`src/cpu_state_pkg.sv`:
```
package cpu_state_pkg;
	// register offsets on the software port
	localparam logic [7:0] OFS_IP = 8'h00;
	localparam logic [7:0] OFS_PSW = 8'h04;
	localparam logic [7:0] OFS_VBR = 8'h08;
	localparam logic [7:0] OFS_SFC = 8'h0C;
	localparam logic [7:0] OFS_DFC = 8'h10;
	localparam logic [7:0] OFS_CRP_HI = 8'h14;
	localparam logic [7:0] OFS_CRP_LO = 8'h18;
	localparam logic [7:0] OFS_SRP_HI = 8'h1C;
	localparam logic [7:0] OFS_SRP_LO = 8'h20;
	localparam logic [7:0] OFS_TC = 8'h24;
	localparam logic [7:0] OFS_WIN0 = 8'h28;
	localparam logic [7:0] OFS_WIN1 = 8'h2C;
	localparam logic [7:0] OFS_TRANSLATION_STATUS = 8'h30;
	// status word fields
	localparam int PSW_C = 0;
	localparam int PSW_V = 1;
	localparam int PSW_Z = 2;
	localparam int PSW_N = 3;
	localparam int PSW_X = 4;
	localparam int PSW_IPM_LO = 8;
	localparam int PSW_M = 12;
	localparam int PSW_S = 13;
	localparam int PSW_T0 = 14;
	localparam int PSW_T1 = 15;
	localparam logic [15:0] PSW_RESET = 16'h2700;
	localparam logic [15:0] PSW_USER_MASK = 16'h001F;
	// translation control fields
	localparam int TC_EN = 31;
	localparam int TC_SRE = 25;
	localparam int TC_FCL = 24;
	localparam int TC_PS_LO = 20;
	localparam int TC_IS_LO = 16;
	// transparent window fields
	localparam int WIN_BASE_LO = 24;
	localparam int WIN_MASK_LO = 16;
	localparam int WIN_EN = 15;
	localparam int WIN_RW = 9;
	localparam int WIN_RWM = 8;
	localparam int WIN_FC_BASE_LO = 4;
	localparam int WIN_FC_MASK_LO = 0;
	localparam logic [31:0] WORD_RESET = 32'h0000_0000;
	localparam logic [63:0] ROOT_RESET = 64'h0000_0000_0000_0000;

	typedef enum logic [4:0] {
		M_DREG, M_AREG, M_IND, M_POSTINC, M_PREDEC, M_DISP16, M_IDX8, M_IDXBD,
		M_MI_POST, M_MI_PRE, M_PC_DISP16, M_PC_IDX8, M_PC_IDXBD, M_PC_MI_POST,
		M_PC_MI_PRE, M_ABS_W, M_ABS_L, M_IMM
	} ea_mode_t;
	typedef enum logic [2:0] {
		SZ_BIT, SZ_BYTE, SZ_WORD, SZ_LONG, SZ_QUAD, SZ_FIELD, SZ_BCD_PACKED, SZ_BCD_UNPACKED
	} op_size_t;
	typedef enum logic [1:0] {DS_NONE, DS_8, DS_16, DS_32} disp_size_t;
	typedef struct packed {
		logic [31:0] value;
		disp_size_t size;
	} disp_t;
	typedef struct packed {
		ea_mode_t mode;
		op_size_t size;
		logic [5:0] field_width;
		logic [31:0] areg;
		logic [31:0] pc;
		logic [31:0] index;
		logic index_long;
		logic [1:0] scale;
		disp_t base_disp;
		disp_t outer_disp;
	} ea_req_t;
	typedef struct packed {
		logic [31:0] addr;
		logic reg_direct;
		logic areg_wb;
		logic [31:0] areg_new;
		logic [3:0] bytes;
		logic error;
	} ea_res_t;

	function automatic logic [31:0] ext_disp(input disp_t d);
		case (d.size)
			DS_8: ext_disp = {{24{d.value[7]}}, d.value[7:0]};
			DS_16: ext_disp = {{16{d.value[15]}}, d.value[15:0]};
			DS_32: ext_disp = d.value;
			default: ext_disp = WORD_RESET;
		endcase
	endfunction

	// bcd packed holds two digits per byte, unpacked one; both move a byte
	function automatic logic [3:0] op_bytes(input op_size_t s);
		case (s)
			SZ_WORD: op_bytes = 4'h2;
			SZ_LONG, SZ_FIELD: op_bytes = 4'h4;
			SZ_QUAD: op_bytes = 4'h8;
			default: op_bytes = 4'h1;
		endcase
	endfunction
endpackage

```
`src/cpu_state_core.sv`:
```
module cpu_state_core #(
	parameter int REG_ADDR_W = 8,
	parameter logic [2:0] CODE_USER_DATA = 3'h1,
	parameter logic [2:0] CODE_USER_PROG = 3'h2,
	parameter logic [2:0] CODE_SUP_DATA = 3'h5,
	parameter logic [2:0] CODE_SUP_PROG = 3'h6,
	parameter logic [2:0] CODE_CPU = 3'h7
) (
	input logic MCLK,
	input logic RST_B,
	input logic CE,
	input logic [REG_ADDR_W-1:0] REG_ADDR,
	input logic [31:0] REG_WDATA,
	input logic REG_WR,
	input logic REG_RD,
	output logic [31:0] REG_RDATA,
	output logic ACCESS_FAULT,
	input logic IP_ADVANCE,
	input logic [3:0] IP_STEP,
	input logic IP_LOAD,
	input logic [31:0] IP_VALUE,
	output logic [31:0] INSTRUCTION_POINTER,
	input logic FLAG_WE,
	input logic [4:0] FLAG_IN,
	input logic [3:0] COND_SEL,
	output logic COND_TRUE,
	output logic [15:0] PROCESSOR_STATUS_WORD,
	input logic EXC_REQ,
	input logic [15:0] EXC_DISP,
	output logic [31:0] VEC_ADDR,
	output logic VEC_VALID,
	input logic ACC_VALID,
	input logic [31:0] ACC_ADDR,
	input logic ACC_WRITE,
	input logic ACC_PROG,
	input logic ACC_CPU,
	input logic ACC_USE_SRC,
	input logic ACC_USE_DST,
	output logic ACC_DONE,
	output logic [2:0] SPACE_CODE,
	output logic TRANSPARENT_HIT,
	output logic TRANSLATE,
	output logic [63:0] TABLE_ROOT,
	output logic [31:0] TRANSLATION_CONTROL,
	input logic STATUS_WE,
	input logic [15:0] STATUS_IN,
	input logic EA_REQ_VALID,
	input cpu_state_pkg::ea_req_t EA_REQ,
	output logic PTR_REQ,
	output logic [31:0] PTR_ADDR,
	input logic PTR_ACK,
	input logic [31:0] PTR_DATA,
	output logic EA_VALID,
	output cpu_state_pkg::ea_res_t EA_RES
);
	generate
		if (REG_ADDR_W < 6 || REG_ADDR_W > 8)
			$error("REG_ADDR_W must lie between 6 and 8");
	endgenerate

	logic [31:0] ip_q, vbr_q, tc_q;
	logic [15:0] psw_q, translation_status_q;
	logic [2:0] sfc_q, dfc_q;
	logic [63:0] crp_q, srp_q;
	logic [31:0] win_q [2];
	logic [1:0] win_hit;
	logic [7:0] addr_sel;
	logic sup, priv_ok, psw_sel;
	logic wr_ok, rd_ok;
	logic [2:0] acc_space;
	logic cond;
	logic [31:0] rd_d;
	logic [31:0] rdata_q, vec_addr_q;
	logic fault_q, vec_valid_q, cond_q;
	logic acc_done_q, hit_q, translate_q;
	logic [2:0] space_q;
	logic [63:0] root_q;
	logic flag_x, flag_n, flag_z, flag_v, flag_c;

	always_comb begin
		addr_sel = 8'h00;
		addr_sel[REG_ADDR_W-1:0] = REG_ADDR;
		sup = psw_q[cpu_state_pkg::PSW_S];
		psw_sel = addr_sel == cpu_state_pkg::OFS_PSW;
		// user code may touch nothing but the flag byte
		priv_ok = sup | psw_sel;
		wr_ok = REG_WR & priv_ok;
		rd_ok = REG_RD & priv_ok;
	end

	// instruction pointer: a load beats an advance, both beat a software write
	always_ff @(posedge MCLK) begin
		if (!RST_B) begin
			ip_q <= cpu_state_pkg::WORD_RESET;
		end else if (CE) begin
			if (IP_LOAD)
				ip_q <= IP_VALUE;
			else if (IP_ADVANCE)
				ip_q <= ip_q + {28'h000_0000, IP_STEP};
			else if (wr_ok && addr_sel == cpu_state_pkg::OFS_IP)
				ip_q <= REG_WDATA;
		end
	end

	// status word; fresh flags from the datapath win over a software write
	always_ff @(posedge MCLK) begin
		if (!RST_B) begin
			psw_q <= cpu_state_pkg::PSW_RESET;
		end else if (CE) begin
			if (REG_WR && psw_sel) begin
				if (sup)
					psw_q <= REG_WDATA[15:0];
				else
					psw_q[4:0] <= REG_WDATA[4:0];
			end
			if (EXC_REQ) begin
				psw_q[cpu_state_pkg::PSW_S] <= 1'b1;
				psw_q[cpu_state_pkg::PSW_T1] <= 1'b0;
				psw_q[cpu_state_pkg::PSW_T0] <= 1'b0;
			end
			if (FLAG_WE)
				psw_q[4:0] <= FLAG_IN;
		end
	end

	// the remaining control registers are supervisor only
	always_ff @(posedge MCLK) begin
		if (!RST_B) begin
			vbr_q <= cpu_state_pkg::WORD_RESET;
			sfc_q <= 3'h0;
			dfc_q <= 3'h0;
			crp_q <= cpu_state_pkg::ROOT_RESET;
			srp_q <= cpu_state_pkg::ROOT_RESET;
			tc_q <= cpu_state_pkg::WORD_RESET;
		end else if (CE && wr_ok) begin
			case (addr_sel)
				cpu_state_pkg::OFS_VBR: vbr_q <= REG_WDATA;
				cpu_state_pkg::OFS_SFC: sfc_q <= REG_WDATA[2:0];
				cpu_state_pkg::OFS_DFC: dfc_q <= REG_WDATA[2:0];
				cpu_state_pkg::OFS_CRP_HI: crp_q[63:32] <= REG_WDATA;
				cpu_state_pkg::OFS_CRP_LO: crp_q[31:0] <= REG_WDATA;
				cpu_state_pkg::OFS_SRP_HI: srp_q[63:32] <= REG_WDATA;
				cpu_state_pkg::OFS_SRP_LO: srp_q[31:0] <= REG_WDATA;
				cpu_state_pkg::OFS_TC: tc_q <= REG_WDATA;
				default: ;
			endcase
		end
	end

	// two transparent windows, one matcher each
	generate
		for (genvar w = 0; w < 2; w++) begin : g_win
			always_ff @(posedge MCLK) begin
				if (!RST_B)
					win_q[w] <= cpu_state_pkg::WORD_RESET;
				else if (CE && wr_ok && addr_sel == (cpu_state_pkg::OFS_WIN0 + 8'(4 * w)))
					win_q[w] <= REG_WDATA;
			end
			window_match u_match (
				.window(win_q[w]),
				.addr_top(ACC_ADDR[31:24]),
				.space(acc_space),
				.write(ACC_WRITE),
				.hit(win_hit[w])
			);
		end
	endgenerate

	// a search result from the table walker wins over software in the same cycle
	always_ff @(posedge MCLK) begin
		if (!RST_B)
			translation_status_q <= 16'h0000;
		else if (CE) begin
			if (STATUS_WE)
				translation_status_q <= STATUS_IN;
			else if (wr_ok && addr_sel == cpu_state_pkg::OFS_TRANSLATION_STATUS)
				translation_status_q <= REG_WDATA[15:0];
		end
	end

	always_comb begin
		rd_d = cpu_state_pkg::WORD_RESET;
		case (addr_sel)
			cpu_state_pkg::OFS_IP: rd_d = ip_q;
			cpu_state_pkg::OFS_PSW: rd_d = {16'h0000, sup ? psw_q : (psw_q & cpu_state_pkg::PSW_USER_MASK)};
			cpu_state_pkg::OFS_VBR: rd_d = vbr_q;
			cpu_state_pkg::OFS_SFC: rd_d = {29'h0000_0000, sfc_q};
			cpu_state_pkg::OFS_DFC: rd_d = {29'h0000_0000, dfc_q};
			cpu_state_pkg::OFS_CRP_HI: rd_d = crp_q[63:32];
			cpu_state_pkg::OFS_CRP_LO: rd_d = crp_q[31:0];
			cpu_state_pkg::OFS_SRP_HI: rd_d = srp_q[63:32];
			cpu_state_pkg::OFS_SRP_LO: rd_d = srp_q[31:0];
			cpu_state_pkg::OFS_TC: rd_d = tc_q;
			cpu_state_pkg::OFS_WIN0: rd_d = win_q[0];
			cpu_state_pkg::OFS_WIN1: rd_d = win_q[1];
			cpu_state_pkg::OFS_TRANSLATION_STATUS: rd_d = {16'h0000, translation_status_q};
			default: rd_d = cpu_state_pkg::WORD_RESET;
		endcase
	end

	// read data stands for one cycle only; refused reads give zero and a fault pulse
	always_ff @(posedge MCLK) begin
		if (!RST_B) begin
			rdata_q <= cpu_state_pkg::WORD_RESET;
			fault_q <= 1'b0;
		end else if (CE) begin
			rdata_q <= rd_ok ? rd_d : cpu_state_pkg::WORD_RESET;
			fault_q <= (REG_WR | REG_RD) & ~priv_ok;
		end
	end

	// displacement is unsigned: the table never sits below its base
	always_ff @(posedge MCLK) begin
		if (!RST_B) begin
			vec_addr_q <= cpu_state_pkg::WORD_RESET;
			vec_valid_q <= 1'b0;
		end else if (CE) begin
			vec_valid_q <= EXC_REQ;
			if (EXC_REQ)
				vec_addr_q <= vbr_q + {16'h0000, EXC_DISP};
		end
	end

	always_comb begin
		flag_x = psw_q[cpu_state_pkg::PSW_X];
		flag_n = psw_q[cpu_state_pkg::PSW_N];
		flag_z = psw_q[cpu_state_pkg::PSW_Z];
		flag_v = psw_q[cpu_state_pkg::PSW_V];
		flag_c = psw_q[cpu_state_pkg::PSW_C];
		case (COND_SEL)
			4'h0: cond = 1'b1;
			4'h1: cond = 1'b0;
			4'h2: cond = ~flag_c & ~flag_z;
			4'h3: cond = flag_c | flag_z;
			4'h4: cond = ~flag_c;
			4'h5: cond = flag_c;
			4'h6: cond = ~flag_z;
			4'h7: cond = flag_z;
			4'h8: cond = ~flag_v;
			4'h9: cond = flag_v;
			4'hA: cond = ~flag_n;
			4'hB: cond = flag_n;
			4'hC: cond = ~(flag_n ^ flag_v);
			4'hD: cond = flag_n ^ flag_v;
			4'hE: cond = ~flag_z & ~(flag_n ^ flag_v);
			default: cond = flag_z | (flag_n ^ flag_v);
		endcase
		// extend takes part in no test; it only carries between multiword steps
		if (flag_x && COND_SEL == 4'h1)
			cond = 1'b0;
	end

	always_ff @(posedge MCLK) begin
		if (!RST_B)
			cond_q <= 1'b0;
		else if (CE)
			cond_q <= cond;
	end

	always_comb begin
		if (ACC_CPU)
			acc_space = CODE_CPU;
		else if (ACC_USE_SRC)
			acc_space = sfc_q;
		else if (ACC_USE_DST)
			acc_space = dfc_q;
		else if (sup)
			acc_space = ACC_PROG ? CODE_SUP_PROG : CODE_SUP_DATA;
		else
			acc_space = ACC_PROG ? CODE_USER_PROG : CODE_USER_DATA;
	end

	// one result per access, held until the next access
	always_ff @(posedge MCLK) begin
		if (!RST_B) begin
			acc_done_q <= 1'b0;
			space_q <= 3'h0;
			hit_q <= 1'b0;
			translate_q <= 1'b0;
			root_q <= cpu_state_pkg::ROOT_RESET;
		end else if (CE) begin
			acc_done_q <= ACC_VALID;
			if (ACC_VALID) begin
				space_q <= acc_space;
				hit_q <= |win_hit;
				translate_q <= tc_q[cpu_state_pkg::TC_EN] & ~(|win_hit);
				if (tc_q[cpu_state_pkg::TC_SRE] && acc_space[2])
					root_q <= srp_q;
				else
					root_q <= crp_q;
			end
		end
	end

	ea_gen u_ea (
		.clk(MCLK),
		.rst_b(RST_B),
		.ce(CE),
		.req_valid(EA_REQ_VALID),
		.req(EA_REQ),
		.ptr_req(PTR_REQ),
		.ptr_addr(PTR_ADDR),
		.ptr_ack(PTR_ACK),
		.ptr_data(PTR_DATA),
		.res_valid(EA_VALID),
		.res(EA_RES)
	);

	assign REG_RDATA = rdata_q;
	assign ACCESS_FAULT = fault_q;
	assign INSTRUCTION_POINTER = ip_q;
	assign COND_TRUE = cond_q;
	assign PROCESSOR_STATUS_WORD = psw_q;
	assign VEC_ADDR = vec_addr_q;
	assign VEC_VALID = vec_valid_q;
	assign ACC_DONE = acc_done_q;
	assign SPACE_CODE = space_q;
	assign TRANSPARENT_HIT = hit_q;
	assign TRANSLATE = translate_q;
	assign TABLE_ROOT = root_q;
	assign TRANSLATION_CONTROL = tc_q;
endmodule

```
`src/ea_gen.sv`:
```
module ea_gen (
	input logic clk,
	input logic rst_b,
	input logic ce,
	input logic req_valid,
	input cpu_state_pkg::ea_req_t req,
	output logic ptr_req,
	output logic [31:0] ptr_addr,
	input logic ptr_ack,
	input logic [31:0] ptr_data,
	output logic res_valid,
	output cpu_state_pkg::ea_res_t res
);
	typedef enum {S_IDLE, S_FETCH} ea_state_t;
	ea_state_t state_q;
	logic [31:0] idx, scaled, base, bd, od, inter, post_add, step;
	logic indirect, post_idx, pc_rel, bad;
	logic [31:0] post_q;
	cpu_state_pkg::ea_res_t res_q;
	logic res_valid_q, ptr_req_q;
	logic [31:0] ptr_addr_q;

	always_comb begin
		idx = req.index_long ? req.index : {{16{req.index[15]}}, req.index[15:0]};
		scaled = idx << req.scale;
		pc_rel = req.mode inside {cpu_state_pkg::M_PC_DISP16, cpu_state_pkg::M_PC_IDX8,
			cpu_state_pkg::M_PC_IDXBD, cpu_state_pkg::M_PC_MI_POST, cpu_state_pkg::M_PC_MI_PRE};
		base = pc_rel ? req.pc : req.areg;
		bd = cpu_state_pkg::ext_disp(req.base_disp);
		od = cpu_state_pkg::ext_disp(req.outer_disp);
		step = {28'h000_0000, cpu_state_pkg::op_bytes(req.size)};
		indirect = 1'b0;
		post_idx = 1'b0;
		bad = 1'b0;
		inter = base;
		case (req.mode)
			cpu_state_pkg::M_PREDEC: inter = base - step;
			cpu_state_pkg::M_DISP16, cpu_state_pkg::M_PC_DISP16:
				inter = base + {{16{req.base_disp.value[15]}}, req.base_disp.value[15:0]};
			cpu_state_pkg::M_IDX8, cpu_state_pkg::M_PC_IDX8:
				inter = base + {{24{req.base_disp.value[7]}}, req.base_disp.value[7:0]} + scaled;
			cpu_state_pkg::M_IDXBD, cpu_state_pkg::M_PC_IDXBD: begin
				inter = base + bd + scaled;
				bad = req.base_disp.size == cpu_state_pkg::DS_8;
			end
			cpu_state_pkg::M_MI_POST, cpu_state_pkg::M_PC_MI_POST: begin
				inter = base + bd;
				indirect = 1'b1;
				post_idx = 1'b1;
			end
			cpu_state_pkg::M_MI_PRE, cpu_state_pkg::M_PC_MI_PRE: begin
				inter = base + bd + scaled;
				indirect = 1'b1;
			end
			cpu_state_pkg::M_ABS_W: inter = {{16{req.base_disp.value[15]}}, req.base_disp.value[15:0]};
			cpu_state_pkg::M_ABS_L: inter = req.base_disp.value;
			cpu_state_pkg::M_IMM: begin
				inter = req.pc;
				bad = !(req.size inside {cpu_state_pkg::SZ_BYTE, cpu_state_pkg::SZ_WORD,
					cpu_state_pkg::SZ_LONG});
			end
			default: inter = base;
		endcase
		if (indirect && req.outer_disp.size == cpu_state_pkg::DS_8)
			bad = 1'b1;
		if (req.size == cpu_state_pkg::SZ_FIELD && (req.field_width == 6'h00 || req.field_width > 6'h20))
			bad = 1'b1;
		post_add = od + (post_idx ? scaled : 32'h0000_0000);
	end

	always_ff @(posedge clk) begin
		if (!rst_b) begin
			state_q <= S_IDLE;
			ptr_req_q <= 1'b0;
			ptr_addr_q <= cpu_state_pkg::WORD_RESET;
			post_q <= cpu_state_pkg::WORD_RESET;
			res_valid_q <= 1'b0;
			res_q <= '0;
		end else if (ce) begin
			res_valid_q <= 1'b0;
			case (state_q)
				S_IDLE: if (req_valid) begin
					res_q.addr <= inter;
					res_q.reg_direct <= req.mode inside {cpu_state_pkg::M_DREG, cpu_state_pkg::M_AREG};
					res_q.areg_wb <= req.mode inside {cpu_state_pkg::M_POSTINC, cpu_state_pkg::M_PREDEC};
					res_q.areg_new <= (req.mode == cpu_state_pkg::M_POSTINC) ? base + step : inter;
					res_q.bytes <= cpu_state_pkg::op_bytes(req.size);
					res_q.error <= bad;
					if (indirect && !bad) begin
						ptr_req_q <= 1'b1;
						ptr_addr_q <= inter;
						post_q <= post_add;
						state_q <= S_FETCH;
					end else begin
						res_valid_q <= 1'b1;
					end
				end
				S_FETCH: if (ptr_ack) begin
					ptr_req_q <= 1'b0;
					res_q.addr <= ptr_data + post_q;
					res_valid_q <= 1'b1;
					state_q <= S_IDLE;
				end
				default: state_q <= S_IDLE;
			endcase
		end
	end

	assign ptr_req = ptr_req_q;
	assign ptr_addr = ptr_addr_q;
	assign res_valid = res_valid_q;
	assign res = res_q;
endmodule

```
`src/window_match.sv`:
```
module window_match (
	input logic [31:0] window,
	input logic [7:0] addr_top,
	input logic [2:0] space,
	input logic write,
	output logic hit
);
	logic [7:0] base, mask;
	logic [2:0] fc_base, fc_mask;
	logic addr_ok, fc_ok, rw_ok;
	always_comb begin
		base = window[cpu_state_pkg::WIN_BASE_LO +: 8];
		mask = window[cpu_state_pkg::WIN_MASK_LO +: 8];
		fc_base = window[cpu_state_pkg::WIN_FC_BASE_LO +: 3];
		fc_mask = window[cpu_state_pkg::WIN_FC_MASK_LO +: 3];
		// mask ones mark bits that never take part in the compare
		addr_ok = ((addr_top ^ base) & ~mask) == 8'h00;
		fc_ok = ((space ^ fc_base) & ~fc_mask) == 3'h0;
		// rw bit set selects reads, clear selects writes; rwm lets both through
		rw_ok = window[cpu_state_pkg::WIN_RWM] | (window[cpu_state_pkg::WIN_RW] ^ write);
		hit = window[cpu_state_pkg::WIN_EN] & addr_ok & fc_ok & rw_ok;
	end
endmodule
```
`config.mk`:
```
export PLATFORM = sky130hd
export DESIGN_NAME = cpu_state_core
export DESIGN_NICKNAME = d
export VERILOG_FILES = /design/src/cpu_state_pkg.sv /design/src/cpu_state_core.sv /design/src/ea_gen.sv /design/src/window_match.sv
export SDC_FILE = /design/constraint.sdc
export NUM_CORES = 2
export LEC_CHECK = 0
export BUFFER_PORTS_ARGS = -buffer_cell sky130_fd_sc_hd__buf_2
export CORE_AREA = 2 2 217 380
export DETAILED_ROUTE_END_ITERATION = 8
export DIE_AREA = 0 0 219 382
export PLACE_DENSITY = 0.81
export SYNTH_ARGS = -nofsm -noshare
export SYNTH_HDL_FRONTEND = slang
export SYNTH_SLANG_ARGS = --single-unit
```
`constraint.sdc`:
```
create_clock -name MCLK -period 6.7 [get_ports MCLK]
set_clock_uncertainty 0.2 [all_clocks]
set_input_delay 0.67 -clock MCLK [delete_from_list [all_inputs] [get_ports MCLK]]
set_output_delay 0.67 -clock MCLK [all_outputs]
set_load 0.05 [all_outputs]
```
==> flow_summary.ini <==
[run_status]
run_status = finished with violations
violations = design-rule violations

[final_layout]
n_fill_cell = 7321
drive_gt1_share_pct = 19.78
area_growth_pct = 19.15
design_area_sq_um = 49650
final_nets = 6494

[sta]
grt_setup_unrepaired = false
tightest_slew_ns = 1.329
tns_ns = 0
clock.fmax_ghz = 0.1529
slew_viol_final = 0
period_share_pct = 97.60
max-slew-margin-rel_pct = 10.80
finalCriticalPeriod_ns = 6.539
finalSetupViolations = 0
hold_viol_final = 0

[yosys]
syn_area_sq_um = 41670
synth-edff-count = 64
async_flop_share_pct = 0
synth.ff_latch_count = 600
synth.distinct_cells = 97
yosys_warnings = 0
avgSynthCellArea_sq_um = 8.092
synth_top_cell_area_share_pct = 25.75
syn_nets = 5777
synth_area_leader_cell = dfxtp_1
synth_commonest_cells = nand2_1 (883), dfxtp_1 (536), a21oi_1 (291), clkbuf_1 (291), o21ai_0 (247)
ys_top_cells_by_area = dfxtp_1 (26%), nand2_1 (8.0%), ha_1 (6.2%)
yosys.cell_count.top_type = nand2_1
seq_area_frac_synth_pct = 30.37
synth-main-ff-cell = dfxtp_1
syn_inst = 5149

[floorplan]
core_area_sq_um = 80460
die-area_sq_um = 83660
ios = 702
core.rowCount = 138
fp.dieW_um = 219
die_h_um = 382
start_util_pct = 51.78

[route]
via_per_inst = 6.393
drtIter0Drc = 5207
totalWireLength_mm = 193.4
drc_errors = 8
vias = 44575
wl_per_cell_um = 27.74
ant_nets = 0
dr.pass1.iters = 9

[placement]
gp_congestion = 1.058
dp_hpwl_mm = 151.8
post_dp_cell_area_sq_um = 47690
io_buffers = 677

[worst_hold_path]
hp-start = IP_VALUE[31]
min_path_type = in -> reg
hold_depth = 3
min_to = INSTRUCTION_POINTER[31]$_SDFFE_PN0P_

[grt]
antenna_found_initial = 21
grt_pass1_wl_mm = 275.3
grtUsageTotal_pct = 44.47
grt_pass1_vias = 42488
grt.overflow.total = 0
grt_max_degree = 232

[setup_path]
critPathBufInv = 5
cp-start-kind = input port
slowest_stage = o221ai_1
crit_type = in -> reg
rr_startpoint = INSTRUCTION_POINTER[0]$_SDFFE_PN0P_
cp_top_family = compound AO/OA/AOI/OAI gates
end_kind = flip-flop
r2r_slack_ns = 2.16
path_max_fanout = 3
r2r_cells = 15
r2r_end = INSTRUCTION_POINTER[30]$_SDFFE_PN0P_
critPathRequiredTime_ns = 7.09
cpPeakStageDelay_ns = 0.82
critPathArrivalTime_ns = 6.93

[clock_tree]
worstSkewPairLatency_ns = 0.67
cts_buffer_depth = 3
ctsHoldBuffers = 0
clk_pin_slew_ns = 0.06
cts_max_level = 2
cts_inserted_buffers = 57
cts_tree = built
cts.sinks = 600
clock-root-buffer = clkbuf_16

[power]
p_leak_nw = 22.86
max-vdd-ir-drop_mv = 0.2409
cellPowerDensity_nw_per_um2 = 226.5

[job]
drv_cap = 0
==> kinds of logic (layout without fill, tap and decap cells) <==
kind of cell / count (synthesis) / after routing / synth area share (%)
flip-flops: 600 / 600 / 30.37
AND/OR/NAND/NOR: 1736 / 1736 / 19.21
XOR/XNOR: 250 / 250 / 5.255
buffers and inverters: 467 / 1228 / 4.297
AO/OA/AOI/OAI: 1657 / 1657 / 28.08
multiplexers: 190 / 190 / 4.600
adder cells (fa/ha/maj): 249 / 249 / 8.192
other: 0 / 12 / 0
==> state kept, by name, indices dropped and copies added, names as in the netlist, 16 cells and up <==
register and flops:
u_ea.res 71, TABLE_ROOT 64, crp_q 64, srp_q 64, win_q 64, INSTRUCTION_POINTER 32, REG_RDATA 32, TRANSLATION_CONTROL 32
VEC_ADDR 32, u_ea.post_q 32, u_ea.ptr_addr 32, vbr_q 32, PROCESSOR_STATUS_WORD 16, translation_status_q 16
==> tightest hold or removal path: cells and delay by family <==
family / cells / cell delay [ns]
AOI/OAI and AO/OA: 2 / 0.17
buffers and inverters: 1 / 0.08
==> repair_timing <==
item / in CTS / in global routing
setup buffers: 0 / 0
gates resized for setup: 0 / 2
endpoints found under the setup margin: 0 / 2
==> per-stage QoR <==
step	setup slack (ns)	util [%]	hold WS (ns)	power, mW	cells
floorplan	0.02095	-	0.2447	6.242	5149
global placement	-0.1900	59.27	0.2388	7.715	6857
detailed placement	-0.2542	59.27	0.2463	7.732	6857
CTS	0.3903	61.65	0.1004	11.14	6960
global route	0.03726	61.69	0.1366	11.61	6967
finish	0.1607	61.70	0.1140	11.25	6972
==> worst max-delay path by stage <==
stage / start / to / depth (start not counted)
CTS: EA_REQ[177] / u_ea.res[65]$_SDFFE_PN0P_ / 29
detailed placement: EA_REQ[177] / u_ea.res[65]$_SDFFE_PN0P_ / 29
global route: EA_REQ[177] / u_ea.res[61]$_SDFFE_PN0P_ / 29
global placement: EA_REQ[177] / u_ea.res[65]$_SDFFE_PN0P_ / 29
finish: EA_REQ[177] / u_ea.res[21]$_SDFFE_PN0P_ / 28
floorplan: EA_REQ[177] / u_ea.res[65]$_SDFFE_PN0P_ / 30
==> report_power, final <==
| part | switching [mW] | leakage [nW] | internal [mW] | total (mW) |
|---|---|---|---|---|
| Sequential | 0.106 | 5.02 | 3.73 | 3.84 |
| Combinational | 2.42 | 16.9 | 1.52 | 3.94 |
| Clock | 1.58 | 0.941 | 1.89 | 3.47 |
==> layout by cell type (no fill, tap or decap), types with 57 or more instances in the layout <==
master / count
buf_2: 676
a21oi_1: 291
mux2i_1: 177
a21boi_0: 216
a22oi_1: 70
xnor2_1: 167
o211a_1: 123
inv_1: 119
o21ai_0: 244
buf_4: 321
edfxtp_1: 64
xor2_1: 83
nand2_1: 879
and2_1: 160
nor2_1: 222
a221oi_1: 86
ha_1: 208
nor2b_1: 78
nand3_1: 104
clkbuf_16: 57
dfxtp_1: 536
a21o_1: 132
==> routing by layer <==
metal | routed length, um | global-route usage [%]
met3 | 20930 | 11.05
met1 | 66130 | 49.12
met2 | 86990 | 72.11
met5 | 69 | 0
met4 | 19250 | 35.75
==> layout make-up <==
cell class | count | area, sq um | area share (%)
Multi-Input combinational cell | 4082 | 27410 | 55.21
Sequential cell | 600 | 12650 | 25.48
Timing Repair Buffer | 1001 | 5859 | 11.80
Clock buffer | 79 | 1609 | 3.241
Tap cell | 1050 | 1314 | 2.646
Inverter | 124 | 465.4 | 0.9375
Clock inverter | 24 | 309.0 | 0.6225
Antenna cell | 12 | 30.03 | 0.06049
(Power assumes the default switching activity.)
